**config.mk**
```make
export PLATFORM = sky130hd
export DESIGN_NAME = pbm_top
export DESIGN_NICKNAME = d
export VERILOG_FILES = /design/src/core/pbm_pin_sel.v /design/src/core/pbm_top.v
export VERILOG_INCLUDE_DIRS = /design/src /design/src/core
export SDC_FILE = /design/constraint.sdc
export NUM_CORES = 1
export LEC_CHECK = 0
export BUFFER_PORTS_ARGS = -buffer_cell sky130_fd_sc_hd__buf_2
export CAP_MARGIN = 0
export CORE_MARGIN = 2
export CORE_UTILIZATION = 58
export DETAILED_ROUTE_END_ITERATION = 8
export PLACE_DENSITY_LB_ADDON = 0.05
export SKIP_CTS_REPAIR_TIMING = 1
export SKIP_LAST_GASP = 1
export SLEW_MARGIN = 10
export SYNTH_ARGS = -nofsm -noshare
export SYNTH_HDL_FRONTEND = slang
export SYNTH_HIERARCHICAL = 1
export SYNTH_SLANG_ARGS = --single-unit
```
**constraint.sdc**
```tcl
create_clock -name i_clk -period 5.45 [get_ports i_clk]
set_input_delay 0.8175 -clock i_clk [delete_from_list [all_inputs] [get_ports i_clk]]
set_output_delay 0.8175 -clock i_clk [all_outputs]
set_load 0.03 [all_outputs]
```
**src/core/pbm_defs.vh**
```
// constants for the port b low pin function selector
`ifndef PBM_DEFS_VH
`define PBM_DEFS_VH

// register word indices on the axi4-lite bus (byte address / 4)
`define PBM_OFS_CTRL     4'h0
`define PBM_OFS_DIR      4'h1
`define PBM_OFS_PULLUP   4'h2
`define PBM_OFS_TMODE6   4'h3
`define PBM_OFS_IOCTL6   4'h4
`define PBM_OFS_TCTRL6   4'h5
`define PBM_OFS_TPRESC   4'h6
`define PBM_OFS_PDATA    4'h7
`define PBM_OFS_STATUS   4'h8
// word index msb and byte-address low bits dropped
`define PBM_IDX_MSB      5
`define PBM_IDX_LSB      2

// reset values
`define PBM_RST_CTRL     1'h0
`define PBM_RST_DIR      8'h00
`define PBM_RST_PULLUP   8'h00
`define PBM_RST_TMODE6   6'h00
`define PBM_RST_IOCTL6   16'h0000
`define PBM_RST_TCTRL6   6'h00
`define PBM_RST_TPRESC   17'h0_0000
`define PBM_RST_PDATA    4'h0

// field positions
`define PBM_F_MD         3:0
`define PBM_F_BFA        4
`define PBM_F_BFB        5
`define PBM_F_PSC        2:0
`define PBM_F_CCLR       5:3
`define PBM_F_PSC7       2:0
`define PBM_F_PSC8       5:3
`define PBM_F_PSC9       8:6
`define PBM_F_PSC10      11:9
`define PBM_F_PSC11      14:12
`define PBM_F_PHC7       15
`define PBM_F_PHC11      16

// operating modes
`define PBM_MODE_1       3'h1
`define PBM_MODE_2       3'h2
`define PBM_MODE_4       3'h4
`define PBM_MODE_7       3'h7

// timer mode field codes
`define PBM_MD_NORMAL    4'h0
`define PBM_MD_PWM1      4'h2
`define PBM_MD_PWM2      4'h3

// io control field pieces
`define PBM_IO_EDGE_NONE 2'h0
`define PBM_IO_CAPTURE   2'h2

// prescaler codes that pick the external clock pins
`define PBM_PSC_CLK_E    3'h4
`define PBM_PSC_CLK_F    3'h5

// counter clear codes naming each pin's own compare register
`define PBM_CCLR_A       3'h1
`define PBM_CCLR_B       3'h2
`define PBM_CCLR_C       3'h5
`define PBM_CCLR_D       3'h6

// pin function codes
`define PBM_FN_INPUT     2'h0
`define PBM_FN_ADDR      2'h1
`define PBM_FN_PORT      2'h2
`define PBM_FN_TIMER     2'h3

// axi responses
`define PBM_RESP_OKAY    2'h0
`define PBM_RESP_SLVERR  2'h2
`define PBM_ZERO32       32'h0000_0000

`endif

```
**src/core/pbm_pin_sel.v**
```verilog
// per-pin function decode for one shared port b / address / timer pin
`timescale 1ns/1ns
`include "pbm_defs.vh"

module pbm_pin_sel #(
    parameter       HAS_PWM1 = 1,
    parameter [2:0] CCLR_OWN = `PBM_CCLR_A
) (
    // mode and port settings
    input  wire       i_mode_addr,
    input  wire       i_mode_exp,
    input  wire       i_mode_single,
    input  wire       i_dir,
    // channel 6 settings
    input  wire [3:0] i_md,
    input  wire [3:0] i_io,
    input  wire [2:0] i_cclr,
    input  wire       i_pwm1_block,
    // decoded function
    output reg  [1:0] o_func,
    output wire       o_capture,
    output wire       o_pwm1
);
    wire io_edge = (i_io[1:0] != `PBM_IO_EDGE_NONE);

    // output compare only for 0001..0011 and 0101..0111
    wire oc_on   = (i_md == `PBM_MD_NORMAL) && !i_io[3] && io_edge;
    // pwm mode 1 only on pins a and c, and only if not blocked
    assign o_pwm1 = (HAS_PWM1 != 0) && (i_md == `PBM_MD_PWM1) && io_edge
                    && !i_pwm1_block;
    // pwm mode 2 is lost when this pin's own compare clears the counter
    wire pwm2_on = (i_md == `PBM_MD_PWM2) && io_edge && (i_cclr != CCLR_OWN);
    wire tmr_on  = oc_on || o_pwm1 || pwm2_on;

    // capture path does not override the direction bit
    assign o_capture = (i_md == `PBM_MD_NORMAL)
                       && (i_io[3:2] == `PBM_IO_CAPTURE);

    // mode priority: address modes, expanded modes, single-chip
    always @* begin
        o_func = `PBM_FN_INPUT;
        if (i_mode_addr) begin
            o_func = `PBM_FN_ADDR;
        end else if (i_mode_exp) begin
            o_func = i_dir ? `PBM_FN_ADDR : `PBM_FN_INPUT;
        end else if (i_mode_single) begin
            if (tmr_on) begin
                o_func = `PBM_FN_TIMER;
            end else begin
                o_func = i_dir ? `PBM_FN_PORT : `PBM_FN_INPUT;
            end
        end
    end
endmodule // pbm_pin_sel

```
**src/core/pbm_top.v**
```verilog
// port b low pin function selector with axi4-lite control registers
//
// The implementer's own choices: the placing of the registers and the AXI4-Lite register port.
`timescale 1ns/1ns
`include "pbm_defs.vh"

// Summary of operation
// - pins 3..0 carry address bits 11..8 or timer 6 pins d..a.
// - modes 1,2 always address; modes 4,7 expanded: direction picks input or address.
// - mode 7 single-chip: timer output wins, else direction picks port in/out.
// - normal mode: compare output for io 0001-0011, 0101-0111, else none.
// - pwm1 mode: pins a,c drive pwm1 unless io xx00; pins b,d lose timer.
// - pwm2 mode drives pin unless io xx00 or counter clear names its own register.
// - either buffer mode bit disables pwm1 on pin c.
// - normal mode with io 10xx routes pin to capture; direction still rules port.
// - pin 3 feeds external clock f when any prescaler of channels 6-8 is 101.
// - pin 3 feeds external clock f in phase counting on channel 7 or 11.
// - pin 2 feeds external clock e when any prescaler of channels 6-11 is 100.
// - pin 2 feeds external clock e in phase counting on channel 7 or 11.
// - pull-ups work only in modes 4 and 7.
// - one pull-up enable bit per port b pin.
// - modes 4,7: pull-up on when direction 0, enable 1 and the low pin is not a timer output.
// - modes 1,2: all pull-ups off in every state.
// - modes 4,7: pull-up only in input port state with enable set.
module pbm_top (
    // clock, reset, enable
    input  wire        i_clk,
    input  wire        i_nrst,
    input  wire        i_ce,
    // axi4-lite write address and data
    input  wire        i_awvalid,
    output wire        o_awready,
    input  wire [31:0] i_awaddr,
    input  wire [2:0]  i_awprot,
    input  wire        i_wvalid,
    output wire        o_wready,
    input  wire [31:0] i_wdata,
    input  wire [3:0]  i_wstrb,
    // axi4-lite write response
    output wire        o_bvalid,
    input  wire        i_bready,
    output wire [1:0]  o_bresp,
    // axi4-lite read
    input  wire        i_arvalid,
    output wire        o_arready,
    input  wire [31:0] i_araddr,
    input  wire [2:0]  i_arprot,
    output wire        o_rvalid,
    input  wire        i_rready,
    output wire [31:0] o_rdata,
    output wire [1:0]  o_rresp,
    // chip state
    input  wire [2:0]  i_op_mode,
    input  wire        i_hw_standby,
    // sources for the low pins
    input  wire [3:0]  i_addr_hi,
    input  wire [3:0]  i_timer_out,
    input  wire [3:0]  i_pin_in,
    // low pin drive, bit 0 is pin 0
    output reg  [3:0]  o_pin_out,
    output reg  [3:0]  o_pin_oe,
    // timer input routing
    output reg  [3:0]  o_capture_sel,
    output reg  [3:0]  o_capture_in,
    output reg         o_ext_clk_e_sel,
    output reg         o_ext_clk_e,
    output reg         o_ext_clk_f_sel,
    output reg         o_ext_clk_f,
    // pull-up control for all eight port b pins
    output reg  [7:0]  o_pullup_on
);
    // control registers
    reg        expansion_enable_q;
    reg [7:0]  dir_q;
    reg [7:0]  pcr_q;
    reg [5:0]  tmode_q;
    reg [15:0] ioctl_q;
    reg [5:0]  tctrl_q;
    reg [16:0] tpresc_q;
    reg [3:0]  pdata_q;
    // bus state
    reg        aw_q;
    reg        w_q;
    reg [31:0] awaddr_q;
    reg [31:0] wdata_q;
    reg [3:0]  wstrb_q;
    reg        bvalid_q;
    reg [1:0]  bresp_q;
    reg        rvalid_q;
    reg [31:0] rdata_q;
    reg [1:0]  rresp_q;
    reg [31:0] rd_d;
    reg        rd_ok;

    // byte-lane merge of a write into an existing word
    function [31:0] merge;
        input [31:0] old;
        input [31:0] nw;
        input [3:0]  strb;
        integer k;
        begin
            for (k = 0; k < 4; k = k + 1) begin
                merge[k*8 +: 8] = strb[k] ? nw[k*8 +: 8] : old[k*8 +: 8];
            end
        end
    endfunction

    // mode classes
    wire mode_addr   = (i_op_mode == `PBM_MODE_1) || (i_op_mode == `PBM_MODE_2);
    wire mode_47     = (i_op_mode == `PBM_MODE_4) || (i_op_mode == `PBM_MODE_7);
    wire mode_exp    = mode_47 && ((i_op_mode == `PBM_MODE_4) || expansion_enable_q);
    wire mode_single = (i_op_mode == `PBM_MODE_7) && !expansion_enable_q;

    // per-pin decode, pins a..d share one selector module
    wire [3:0] md   = tmode_q[`PBM_F_MD];
    wire [2:0] cclr = tctrl_q[`PBM_F_CCLR];
    wire       buf_on = tmode_q[`PBM_F_BFA] || tmode_q[`PBM_F_BFB];
    wire [1:0] fn_a;
    wire [1:0] fn_b;
    wire [1:0] fn_c;
    wire [1:0] fn_d;
    wire [3:0] cap;
    wire       pwm1_a;
    wire       pwm1_c;

    pbm_pin_sel #(.HAS_PWM1(1), .CCLR_OWN(`PBM_CCLR_A)) u_pin_a (
        .i_mode_addr(mode_addr), .i_mode_exp(mode_exp), .i_mode_single(mode_single),
        .i_dir(dir_q[0]), .i_md(md), .i_io(ioctl_q[3:0]), .i_cclr(cclr),
        .i_pwm1_block(1'b0), .o_func(fn_a), .o_capture(cap[0]), .o_pwm1(pwm1_a));
    // pin b timer output is given up whenever the timer mode field selects pwm mode 1
    pbm_pin_sel #(.HAS_PWM1(0), .CCLR_OWN(`PBM_CCLR_B)) u_pin_b (
        .i_mode_addr(mode_addr), .i_mode_exp(mode_exp), .i_mode_single(mode_single),
        .i_dir(dir_q[1]), .i_md(md), .i_io(ioctl_q[7:4]), .i_cclr(cclr),
        .i_pwm1_block(1'b0), .o_func(fn_b), .o_capture(cap[1]), .o_pwm1());
    // buffer modes take pwm mode 1 away from pin c
    pbm_pin_sel #(.HAS_PWM1(1), .CCLR_OWN(`PBM_CCLR_C)) u_pin_c (
        .i_mode_addr(mode_addr), .i_mode_exp(mode_exp), .i_mode_single(mode_single),
        .i_dir(dir_q[2]), .i_md(md), .i_io(ioctl_q[11:8]), .i_cclr(cclr),
        .i_pwm1_block(buf_on), .o_func(fn_c), .o_capture(cap[2]),
        .o_pwm1(pwm1_c));
    pbm_pin_sel #(.HAS_PWM1(0), .CCLR_OWN(`PBM_CCLR_D)) u_pin_d (
        .i_mode_addr(mode_addr), .i_mode_exp(mode_exp), .i_mode_single(mode_single),
        .i_dir(dir_q[3]), .i_md(md), .i_io(ioctl_q[15:12]), .i_cclr(cclr),
        .i_pwm1_block(1'b0), .o_func(fn_d), .o_capture(cap[3]), .o_pwm1());
    wire [7:0] fn = {fn_d, fn_c, fn_b, fn_a};

    // external clock selection over the prescalers of channels 6..11
    wire phase_cnt = tpresc_q[`PBM_F_PHC7] || tpresc_q[`PBM_F_PHC11];
    wire clk_f_sel = (tctrl_q[`PBM_F_PSC] == `PBM_PSC_CLK_F)
                  || (tpresc_q[`PBM_F_PSC7] == `PBM_PSC_CLK_F)
                  || (tpresc_q[`PBM_F_PSC8] == `PBM_PSC_CLK_F)
                  || phase_cnt;
    wire clk_e_sel = (tctrl_q[`PBM_F_PSC] == `PBM_PSC_CLK_E)
                  || (tpresc_q[`PBM_F_PSC7] == `PBM_PSC_CLK_E)
                  || (tpresc_q[`PBM_F_PSC8] == `PBM_PSC_CLK_E)
                  || (tpresc_q[`PBM_F_PSC9] == `PBM_PSC_CLK_E)
                  || (tpresc_q[`PBM_F_PSC10] == `PBM_PSC_CLK_E)
                  || (tpresc_q[`PBM_F_PSC11] == `PBM_PSC_CLK_E)
                  || phase_cnt;

    // input port state: low pins by decoded function, high pins by direction
    wire [7:0] in_state;
    assign in_state[0] = (fn_a == `PBM_FN_INPUT);
    assign in_state[1] = (fn_b == `PBM_FN_INPUT);
    assign in_state[2] = (fn_c == `PBM_FN_INPUT);
    assign in_state[3] = (fn_d == `PBM_FN_INPUT);
    assign in_state[7:4] = ~dir_q[7:4];
    // hardware standby and modes other than 4,7 force all pull-ups off
    wire [7:0] pullup_d = (mode_47 && !i_hw_standby) ?
                          (in_state & ~dir_q & pcr_q) : 8'h00;

    // pin drive mux, registered so the pads see no decode glitches
    integer p;
    reg [3:0] pin_out_d;
    reg [3:0] pin_oe_d;
    always @* begin
        pin_out_d = 4'h0;
        pin_oe_d  = 4'h0;
        for (p = 0; p < 4; p = p + 1) begin
            if (fn[p*2 +: 2] == `PBM_FN_ADDR) begin
                pin_out_d[p] = i_addr_hi[p];
                pin_oe_d[p]  = 1'b1;
            end else if (fn[p*2 +: 2] == `PBM_FN_TIMER) begin
                pin_out_d[p] = i_timer_out[p];
                pin_oe_d[p]  = 1'b1;
            end else if (fn[p*2 +: 2] == `PBM_FN_PORT) begin
                pin_out_d[p] = pdata_q[p];
                pin_oe_d[p]  = 1'b1;
            end
        end
    end

    // pad and timer-input outputs; reset leaves every pull-up off
    always @(posedge i_clk or negedge i_nrst) begin
        if (!i_nrst) begin
            o_pin_out       <= 4'h0;
            o_pin_oe        <= 4'h0;
            o_capture_sel   <= 4'h0;
            o_capture_in    <= 4'h0;
            o_ext_clk_e_sel <= 1'b0;
            o_ext_clk_e     <= 1'b0;
            o_ext_clk_f_sel <= 1'b0;
            o_ext_clk_f     <= 1'b0;
            o_pullup_on     <= 8'h00;
        end else if (i_ce) begin
            o_pin_out       <= pin_out_d;
            o_pin_oe        <= pin_oe_d;
            o_capture_sel   <= mode_single ? cap : 4'h0;
            o_capture_in    <= mode_single ? (cap & i_pin_in) : 4'h0;
            o_ext_clk_e_sel <= mode_single && clk_e_sel;
            o_ext_clk_e     <= mode_single && clk_e_sel && i_pin_in[2];
            o_ext_clk_f_sel <= mode_single && clk_f_sel;
            o_ext_clk_f     <= mode_single && clk_f_sel && i_pin_in[3];
            o_pullup_on     <= pullup_d;
        end
    end

    // axi handshakes: one beat per channel per write; none while frozen
    assign o_awready = i_ce && !aw_q && !bvalid_q;
    assign o_wready  = i_ce && !w_q && !bvalid_q;
    assign o_bvalid  = bvalid_q;
    assign o_bresp   = bresp_q;
    assign o_arready = i_ce && !rvalid_q;
    assign o_rvalid  = rvalid_q;
    assign o_rdata   = rdata_q;
    assign o_rresp   = rresp_q;

    wire [3:0] wr_idx = awaddr_q[`PBM_IDX_MSB:`PBM_IDX_LSB];
    wire       wr_hit = (awaddr_q[31:`PBM_IDX_MSB+1] == 26'h000_0000)
                        && (wr_idx <= `PBM_OFS_PDATA);
    wire [31:0] wm_ctrl = merge({31'h0000_0000, expansion_enable_q}, wdata_q, wstrb_q);
    wire [31:0] wm_dir  = merge({24'h00_0000, dir_q}, wdata_q, wstrb_q);
    wire [31:0] wm_pcr  = merge({24'h00_0000, pcr_q}, wdata_q, wstrb_q);
    wire [31:0] wm_tm   = merge({26'h000_0000, tmode_q}, wdata_q, wstrb_q);
    wire [31:0] wm_io   = merge({16'h0000, ioctl_q}, wdata_q, wstrb_q);
    wire [31:0] wm_tc   = merge({26'h000_0000, tctrl_q}, wdata_q, wstrb_q);
    wire [31:0] wm_ps   = merge({15'h0000, tpresc_q}, wdata_q, wstrb_q);
    wire [31:0] wm_pd   = merge({28'h000_0000, pdata_q}, wdata_q, wstrb_q);

    // write path: latch address and data in any order, then commit once
    always @(posedge i_clk or negedge i_nrst) begin
        if (!i_nrst) begin
            aw_q     <= 1'b0;
            w_q      <= 1'b0;
            awaddr_q <= `PBM_ZERO32;
            wdata_q  <= `PBM_ZERO32;
            wstrb_q  <= 4'h0;
            bvalid_q <= 1'b0;
            bresp_q  <= `PBM_RESP_OKAY;
            expansion_enable_q   <= `PBM_RST_CTRL;
            dir_q    <= `PBM_RST_DIR;
            pcr_q    <= `PBM_RST_PULLUP;
            tmode_q  <= `PBM_RST_TMODE6;
            ioctl_q  <= `PBM_RST_IOCTL6;
            tctrl_q  <= `PBM_RST_TCTRL6;
            tpresc_q <= `PBM_RST_TPRESC;
            pdata_q  <= `PBM_RST_PDATA;
        end else if (i_ce) begin
            if (i_awvalid && o_awready) begin
                aw_q     <= 1'b1;
                awaddr_q <= i_awaddr;
            end
            if (i_wvalid && o_wready) begin
                w_q     <= 1'b1;
                wdata_q <= i_wdata;
                wstrb_q <= i_wstrb;
            end
            if (aw_q && w_q && !bvalid_q) begin
                aw_q     <= 1'b0;
                w_q      <= 1'b0;
                bvalid_q <= 1'b1;
                bresp_q  <= wr_hit ? `PBM_RESP_OKAY : `PBM_RESP_SLVERR;
                if (!wr_hit) begin
                    bresp_q <= `PBM_RESP_SLVERR;
                end else if (wr_idx == `PBM_OFS_CTRL) begin
                    expansion_enable_q <= wm_ctrl[0];
                end else if (wr_idx == `PBM_OFS_DIR) begin
                    dir_q <= wm_dir[7:0];
                end else if (wr_idx == `PBM_OFS_PULLUP) begin
                    pcr_q <= wm_pcr[7:0];
                end else if (wr_idx == `PBM_OFS_TMODE6) begin
                    tmode_q <= wm_tm[5:0];
                end else if (wr_idx == `PBM_OFS_IOCTL6) begin
                    ioctl_q <= wm_io[15:0];
                end else if (wr_idx == `PBM_OFS_TCTRL6) begin
                    tctrl_q <= wm_tc[5:0];
                end else if (wr_idx == `PBM_OFS_TPRESC) begin
                    tpresc_q <= wm_ps[16:0];
                end else if (wr_idx == `PBM_OFS_PDATA) begin
                    pdata_q <= wm_pd[3:0];
                end
            end else if (bvalid_q && i_bready) begin
                bvalid_q <= 1'b0;
            end
        end
    end

    // read decode; status is read-only, port data reads pins where input
    wire [3:0] rd_idx = i_araddr[`PBM_IDX_MSB:`PBM_IDX_LSB];
    wire       rd_top = (i_araddr[31:`PBM_IDX_MSB+1] == 26'h000_0000);
    always @* begin
        rd_d  = `PBM_ZERO32;
        rd_ok = rd_top;
        if (!rd_top) begin
            rd_ok = 1'b0;
        end else if (rd_idx == `PBM_OFS_CTRL) begin
            rd_d = {29'h0000_0000, i_op_mode[2:1], expansion_enable_q};
        end else if (rd_idx == `PBM_OFS_DIR) begin
            rd_d = {24'h00_0000, dir_q};
        end else if (rd_idx == `PBM_OFS_PULLUP) begin
            rd_d = {24'h00_0000, pcr_q};
        end else if (rd_idx == `PBM_OFS_TMODE6) begin
            rd_d = {26'h000_0000, tmode_q};
        end else if (rd_idx == `PBM_OFS_IOCTL6) begin
            rd_d = {16'h0000, ioctl_q};
        end else if (rd_idx == `PBM_OFS_TCTRL6) begin
            rd_d = {26'h000_0000, tctrl_q};
        end else if (rd_idx == `PBM_OFS_TPRESC) begin
            rd_d = {15'h0000, tpresc_q};
        end else if (rd_idx == `PBM_OFS_PDATA) begin
            rd_d = {28'h000_0000, (dir_q[3:0] & pdata_q) | (~dir_q[3:0] & i_pin_in)};
        end else if (rd_idx == `PBM_OFS_STATUS) begin
            rd_d = {8'h00, pwm1_c, pwm1_a, o_ext_clk_f_sel, o_ext_clk_e_sel,
                    o_capture_sel, o_pullup_on, fn};
        end else begin
            rd_ok = 1'b0;
        end
    end

    // read path: one outstanding read, data held until rready
    always @(posedge i_clk or negedge i_nrst) begin
        if (!i_nrst) begin
            rvalid_q <= 1'b0;
            rdata_q  <= `PBM_ZERO32;
            rresp_q  <= `PBM_RESP_OKAY;
        end else if (i_ce) begin
            if (i_arvalid && o_arready) begin
                rvalid_q <= 1'b1;
                rdata_q  <= rd_d;
                rresp_q  <= rd_ok ? `PBM_RESP_OKAY : `PBM_RESP_SLVERR;
            end else if (rvalid_q && i_rready) begin
                rvalid_q <= 1'b0;
            end
        end
    end
endmodule // pbm_top

```
==> run_results.csv, run 1 <==
group,metric,value,unit
sta,layout_min_cycle_time,2710,ps
sta,hold_slack,397,ps
sta,worstMarginPinSlew,1050,ps
logic_synthesis,ys_warn_count,6,
clock_network,clk_pin_slew,70,ps
place,dp.cells,1050,
pwr,p_int,2420,µW
global_routing,grt_pass1_wl,35100,µm
floorplanning,coreArea,14000,µm²
floorplanning,die_area,15400,µm²
clock_network,numClockSinks,174,
pwr,p_leak,0.00463,µW
critical_path,reg2reg_slack,2740,ps
pwr,p_switching,985,µW
floorplanning,rows,43,
floorplanning,start_util,0.598,
floorplanning,die_x,124,µm
floorplanning,die_y,124,µm
pwr,clockPowerShare,0.346,
global_routing,track_usage,0.312,
sta,fin_crit_sh,0.497,
sta,slew_headroom,0.302,
clock_network,cts_root_buf,"clkbuf_16",
clock_network,cts_tree,"yes",
clock_network,htree_levels,4,
logic_synthesis,syn_area,8370,µm²
pwr,seq_power_share,0.501,
critical_path,worstSetupPathType,"flip-flop to flip-flop",
global_routing,antenna_found_initial,0,
cells_and_area,mostFrequentLayoutCells,"dfrtp_1 (174), buf_2 (161), mux2_2 (121)",
global_routing,grt_start_max_net_pins,80,
detailed_routing,wl_per_cell,21.2,µm
pwr,power.density,345,nW/µm²
detailed_routing,vias_per_cell,6.16,
pwr,swShare,0.289,
detailed_routing,drtIter0Drc,594,
outcome,outcome,"finished, final reports clean",
sta,skew,7.68,ps
place,numPortBuffers,162,
cells_and_area,antenna_cells,0,
clock_network,clkLatencyLatePin,430,ps
critical_path,cp_max_fo,12,
clock_network,clock_path_buffers,2,
global_routing,met1_usage,0.446,
cells_and_area,layout_commonest_cell,"dfrtp_1",
sta,fmax,0.369,GHz
cells_and_area,fin_nets,1019,
detailed_routing,first_pass_iters,7,
critical_path,cp.required,5760,ps
critical_path,crit_path_start_kind,"flip-flop",
pwr,ir_drop,0.000296,V
logic_synthesis,synthCells,734,
cells_and_area,final_cells,1082,
global_routing,met2_usage,0.487,
clock_network,cts_buffers,17,
flow_run,max_cap_violations,0,
sta,setup_tns,0,ps
logic_synthesis,syn_area_per_cell,11.4,µm²
floorplanning,ios,199,
pwr,power_frac_comb,0.154,
detailed_routing,dr_total_vias,6670,
cells_and_area,area_delta_synth_final,18.0,%
critical_path,critPathArrivalTime,3020,ps
critical_path,endpoint_kind,"flip-flop",
hold_path,hold_class,"primary input to async pin",
cells_and_area,drive_above_1_share,0.378,
sta,rsz0062_at_grt,"no",
cells_and_area,n_fill_cell,1077,
sta,finalMaxSlewViolations,0,
global_routing,use_met3,0.0527,
global_routing,grt_overflow_total,0,
detailed_routing,drc,0,
sta,hold_violations,0,
detailed_routing,drt-total-wl,23000,µm
global_routing,grt_pass1_vias,6357,
detailed_routing,ant_nets,0,
sta,setup_viol,0,
place,dp_hpwl,17000,µm
global_routing,grt-busiest-layer,"met2",
place,place_congestion,0.923,
-- sequential cells by signal, indices dropped and copies added (netlist names), 3 cells and up --
register,cells
awaddr_q,30
o_rdata,24
tpresc_q,17
wdata_q,17
ioctl_q,16
dir_q,8
o_pullup_on,8
pcr_q,8
tctrl_q,6
tmode_q,6
o_capture_in,4
o_capture_sel,4
o_pin_oe,4
o_pin_out,4
pdata_q,4
wstrb_q,3
-- routing by layer --
layer / wire, µm / vias to the layer above
met5: 0 / -
met4: 518 / 0
met3: 1900 / 32
met2: 10700 / 317
met1: 9810 / 3314
li1: - / 3007
-- layout make-up --
cell class              instances  area, µm²  area share
clock buffers                  22        474      0.0480
flip-flops and latches        174       4350       0.441
inverters                      32        120      0.0122
repair buffers                167        855      0.0865
multi-input cells             497       3750       0.380
well taps                     180        225      0.0228
clock inverters                10        103      0.0104
-- power by group through the flow --
stage / Clock [µW] / Sequential, µW / Combinational, µW
3_5_place_dp: 0 / 1720 / 526
4_1_cts: 1190 / 1700 / 529
5_1_grt: 1250 / 1730 / 573
2_1_floorplan: 0 / 1650 / 388
3_3_place_gp: 0 / 1710 / 504
6_report: 1180 / 1710 / 523
-- final timing paths --
kind / start / to / cells past startpoint
hold reg to reg: o_rdata[10]$_DFFE_PN0P_ / o_rdata[10]$_DFFE_PN0P_ / 2
min in group i_clk: o_rdata[10]$_DFFE_PN0P_ / o_rdata[10]$_DFFE_PN0P_ / 2
setup / recovery: awaddr_q[21]$_DFFE_PN0P_ / ioctl_q[8]$_DFFE_PN0P_ / 5
hold / removal: i_nrst / o_pullup_on[0]$_DFFE_PN0P_ / 1
setup reg to reg: awaddr_q[21]$_DFFE_PN0P_ / ioctl_q[8]$_DFFE_PN0P_ / 5
max in group asynchronous: i_nrst / dir_q[2]$_DFFE_PN0P_ / 2
-- stage by stage --
step	cell area (µm²)	util	worst slack (ps)	power, µW
after floorplan	8410	-	2840	2040
after global placement	9300	0.665	2430	2210
after detailed placement	9300	0.665	2390	2250
after CTS	9880	0.706	2760	3420
after global routing	9880	0.706	2630	3560
final	9880	0.706	2740	3410
-- critical path, cell delays in order, from the launching register on --
cell     delay, ps
dfrtp_1        370
nor4_1         370
nand4_1        200
or3_4          570
nor4_4         650
mux2_2         420
No activity file was read; power rests on OpenSTA's default activity.
==> run 2, diff against run 1 <==
CORE_UTILIZATION = 54   (was 58)
clock period = 2.7 ns   (was 5.45 ns; I/O delays follow)
==> run_results.csv, run 2 (synthesis gave the netlist of run 1 again) <==
group,metric,value,unit
critical_path,slowest_stage,"or3_4",
critical_path,critPathArrivalTime,2820,ps
global_routing,grt_pass1_wl,35900,µm
place,dpl_cell_area,9460,µm²
critical_path,r2r_cells,5,
cells_and_area,antenna_cells,0,
sta,hold_violations,25,
sta,fmax,0.398,GHz
sta,skew,9.84,ps
sta,setup_viol,0,
sta,finalMaxSlewViolations,0,
clock_network,htree_levels,4,
place,pre_cts_slack,197,ps
sta,fin_crit_sh,0.929,
floorplanning,die_area,16500,µm²
sta,hold_slack,-22.5,ps
detailed_routing,first_pass_iters,5,
floorplanning,ios,199,
critical_path,reg2reg_to,"tpresc_q[13]$_DFFE_PN0P_",
cells_and_area,seqCellArea,4350,µm²
critical_path,endpoint_kind,"flip-flop",
clock_network,clkLatencyLatePin,420,ps
clock_network,cts_tree,"yes",
cells_and_area,fin_area,10100,µm²
critical_path,worstSetupPathType,"flip-flop to flip-flop",
outcome,failed_checks,"hold timing",
floorplanning,rows,45,
detailed_routing,vias_per_cell,5.97,
floorplanning,die_x,129,µm
detailed_routing,wl_per_cell,20.9,µm
detailed_routing,dr_total_vias,6601,
sta,setup_tns,0,ps
critical_path,reg2reg_slack,190,ps
sta,layout_min_cycle_time,2510,ps
cells_and_area,n_fill_cell,1240,
floorplanning,start_util,0.551,
detailed_routing,ant_nets,0,
cells_and_area,layout_commonest_cell,"dfrtp_1",
pwr,p_leak,0.00474,µW
place,dp_hpwl,17300,µm
critical_path,crit_path_max_incr_delay,560,ps
cells_and_area,multiInputGateArea,3740,µm²
detailed_routing,drc,0,
cells_and_area,area_delta_synth_final,20.3,%
clock_network,numClockSinks,174,
place,numPortBuffers,162,
critical_path,cp_max_fo,12,
sta,worstMarginPinSlew,817,ps
floorplanning,die_y,129,µm
detailed_routing,drt-total-wl,23100,µm
cells_and_area,fin_nets,1036,
flow_run,max_cap_violations,0,
sta,slew_headroom,0.450,
global_routing,track_usage,0.290,
outcome,outcome,"complete, but fails checks",
critical_path,r2r-start,"awaddr_q[21]$_DFFE_PN0P_",
clock_network,clock_path_buffers,2,
cells_and_area,drive_above_1_share,0.390,
global_routing,grt_pass1_vias,6473,
sta,worst_slack,191,ps
clock_network,clk_pin_slew,70,ps
pwr,power.density,702,nW/µm²
critical_path,crit_path_start_kind,"flip-flop",
global_routing,grt_start_max_net_pins,70,
critical_path,cp.required,3010,ps
hold_path,hold_class,"primary input to async pin",
cells_and_area,top_register,"awaddr_q",
global_routing,grt_overflow_total,0,
critical_path,cp-startpoint,"awaddr_q[21]$_DFFE_PN0P_",
critical_path,path_cells,"nor4_1 -> nand4_1 -> or3_4 -> nor3_4 -> mux2_2",
cells_and_area,mostFrequentLayoutCells,"dfrtp_1 (174), buf_2 (161), mux2_2 (121)",
sta,rsz0062_at_grt,"no",
cells_and_area,largest_reg_flops,30,
clock_network,cts_buffers,17,
place,place_congestion,0.957,
floorplanning,coreArea,15200,µm²
clock_network,cts_root_buf,"clkbuf_16",
global_routing,antenna_found_initial,0,
detailed_routing,drtIter0Drc,442,
pwr,ir_drop,0.000468,V
-- run 2: changes by cell type in the layout (fill, tap and decap cells not counted), sizes merged --
cell | previous run | this run
buf | 167 | 184
clkbuf | 22 | 18
clkinv | 4 | 1
inv | 35 | 38
bufinv | 1 | 3
clkinvlp | 2 | 3
-- run 2: worst max-delay path by stage --
| stage | to | slack, ps | cells after the start |
|---|---|---|---|
| final | tpresc_q[13]$_DFFE_PN0P_ | 190 | 5 |
| after global routing | tpresc_q[13]$_DFFE_PN0P_ | 30 | 5 |
| after CTS | tpresc_q[13]$_DFFE_PN0P_ | 180 | 5 |
| after detailed placement | tpresc_q[15]$_DFFE_PN0P_ | 200 | 5 |
| after global placement | tpresc_q[8]$_DFFE_PN0P_ | 230 | 5 |
| after floorplan | tpresc_q[10]$_DFFE_PN0P_ | 370 | 6 |
-- run 2: layout make-up --
cell class / count / area share
inverters: 32 / 0.0119
repair buffers: 184 / 0.100
clock inverters: 13 / 0.0174
well taps: 188 / 0.0234
multi-input cells: 497 / 0.371
flip-flops and latches: 174 / 0.432
clock buffers: 18 / 0.0436
-- run 2: routing by layer --
metal / vias up / wire length, µm / GRT usage
li1: 3028 / - / -
met1: 3273 / 10000 / 0.414
met2: 272 / 10800 / 0.454
met3: 28 / 1860 / 0.0620
met4: 0 / 369 / 0.0806
met5: - / 0 / 0
-- run 2: metrics by stage --
step	instances	utilization	power, µW	hold WS [ps]
after floorplan	745	-	4110	109
after global placement	1075	0.622	4480	445
after detailed placement	1075	0.622	4550	458
after CTS	1106	0.663	7110	4.11
after global routing	1106	0.663	7380	23.2
final	1106	0.663	7070	-22.5
-- run 2: power breakdown --
group          internal [µW]  total, µW  switching, µW
Clock                   1500       2560           1060
Combinational            525       1070            541
Sequential              3020       3440            417
-- run 2: critical path: cells and delay by family, from the launching register on --
kind	cells	cell delay (ps)
flip-flops	1	380
multiplexers	1	390
AND/OR/NAND/NOR	4	1610
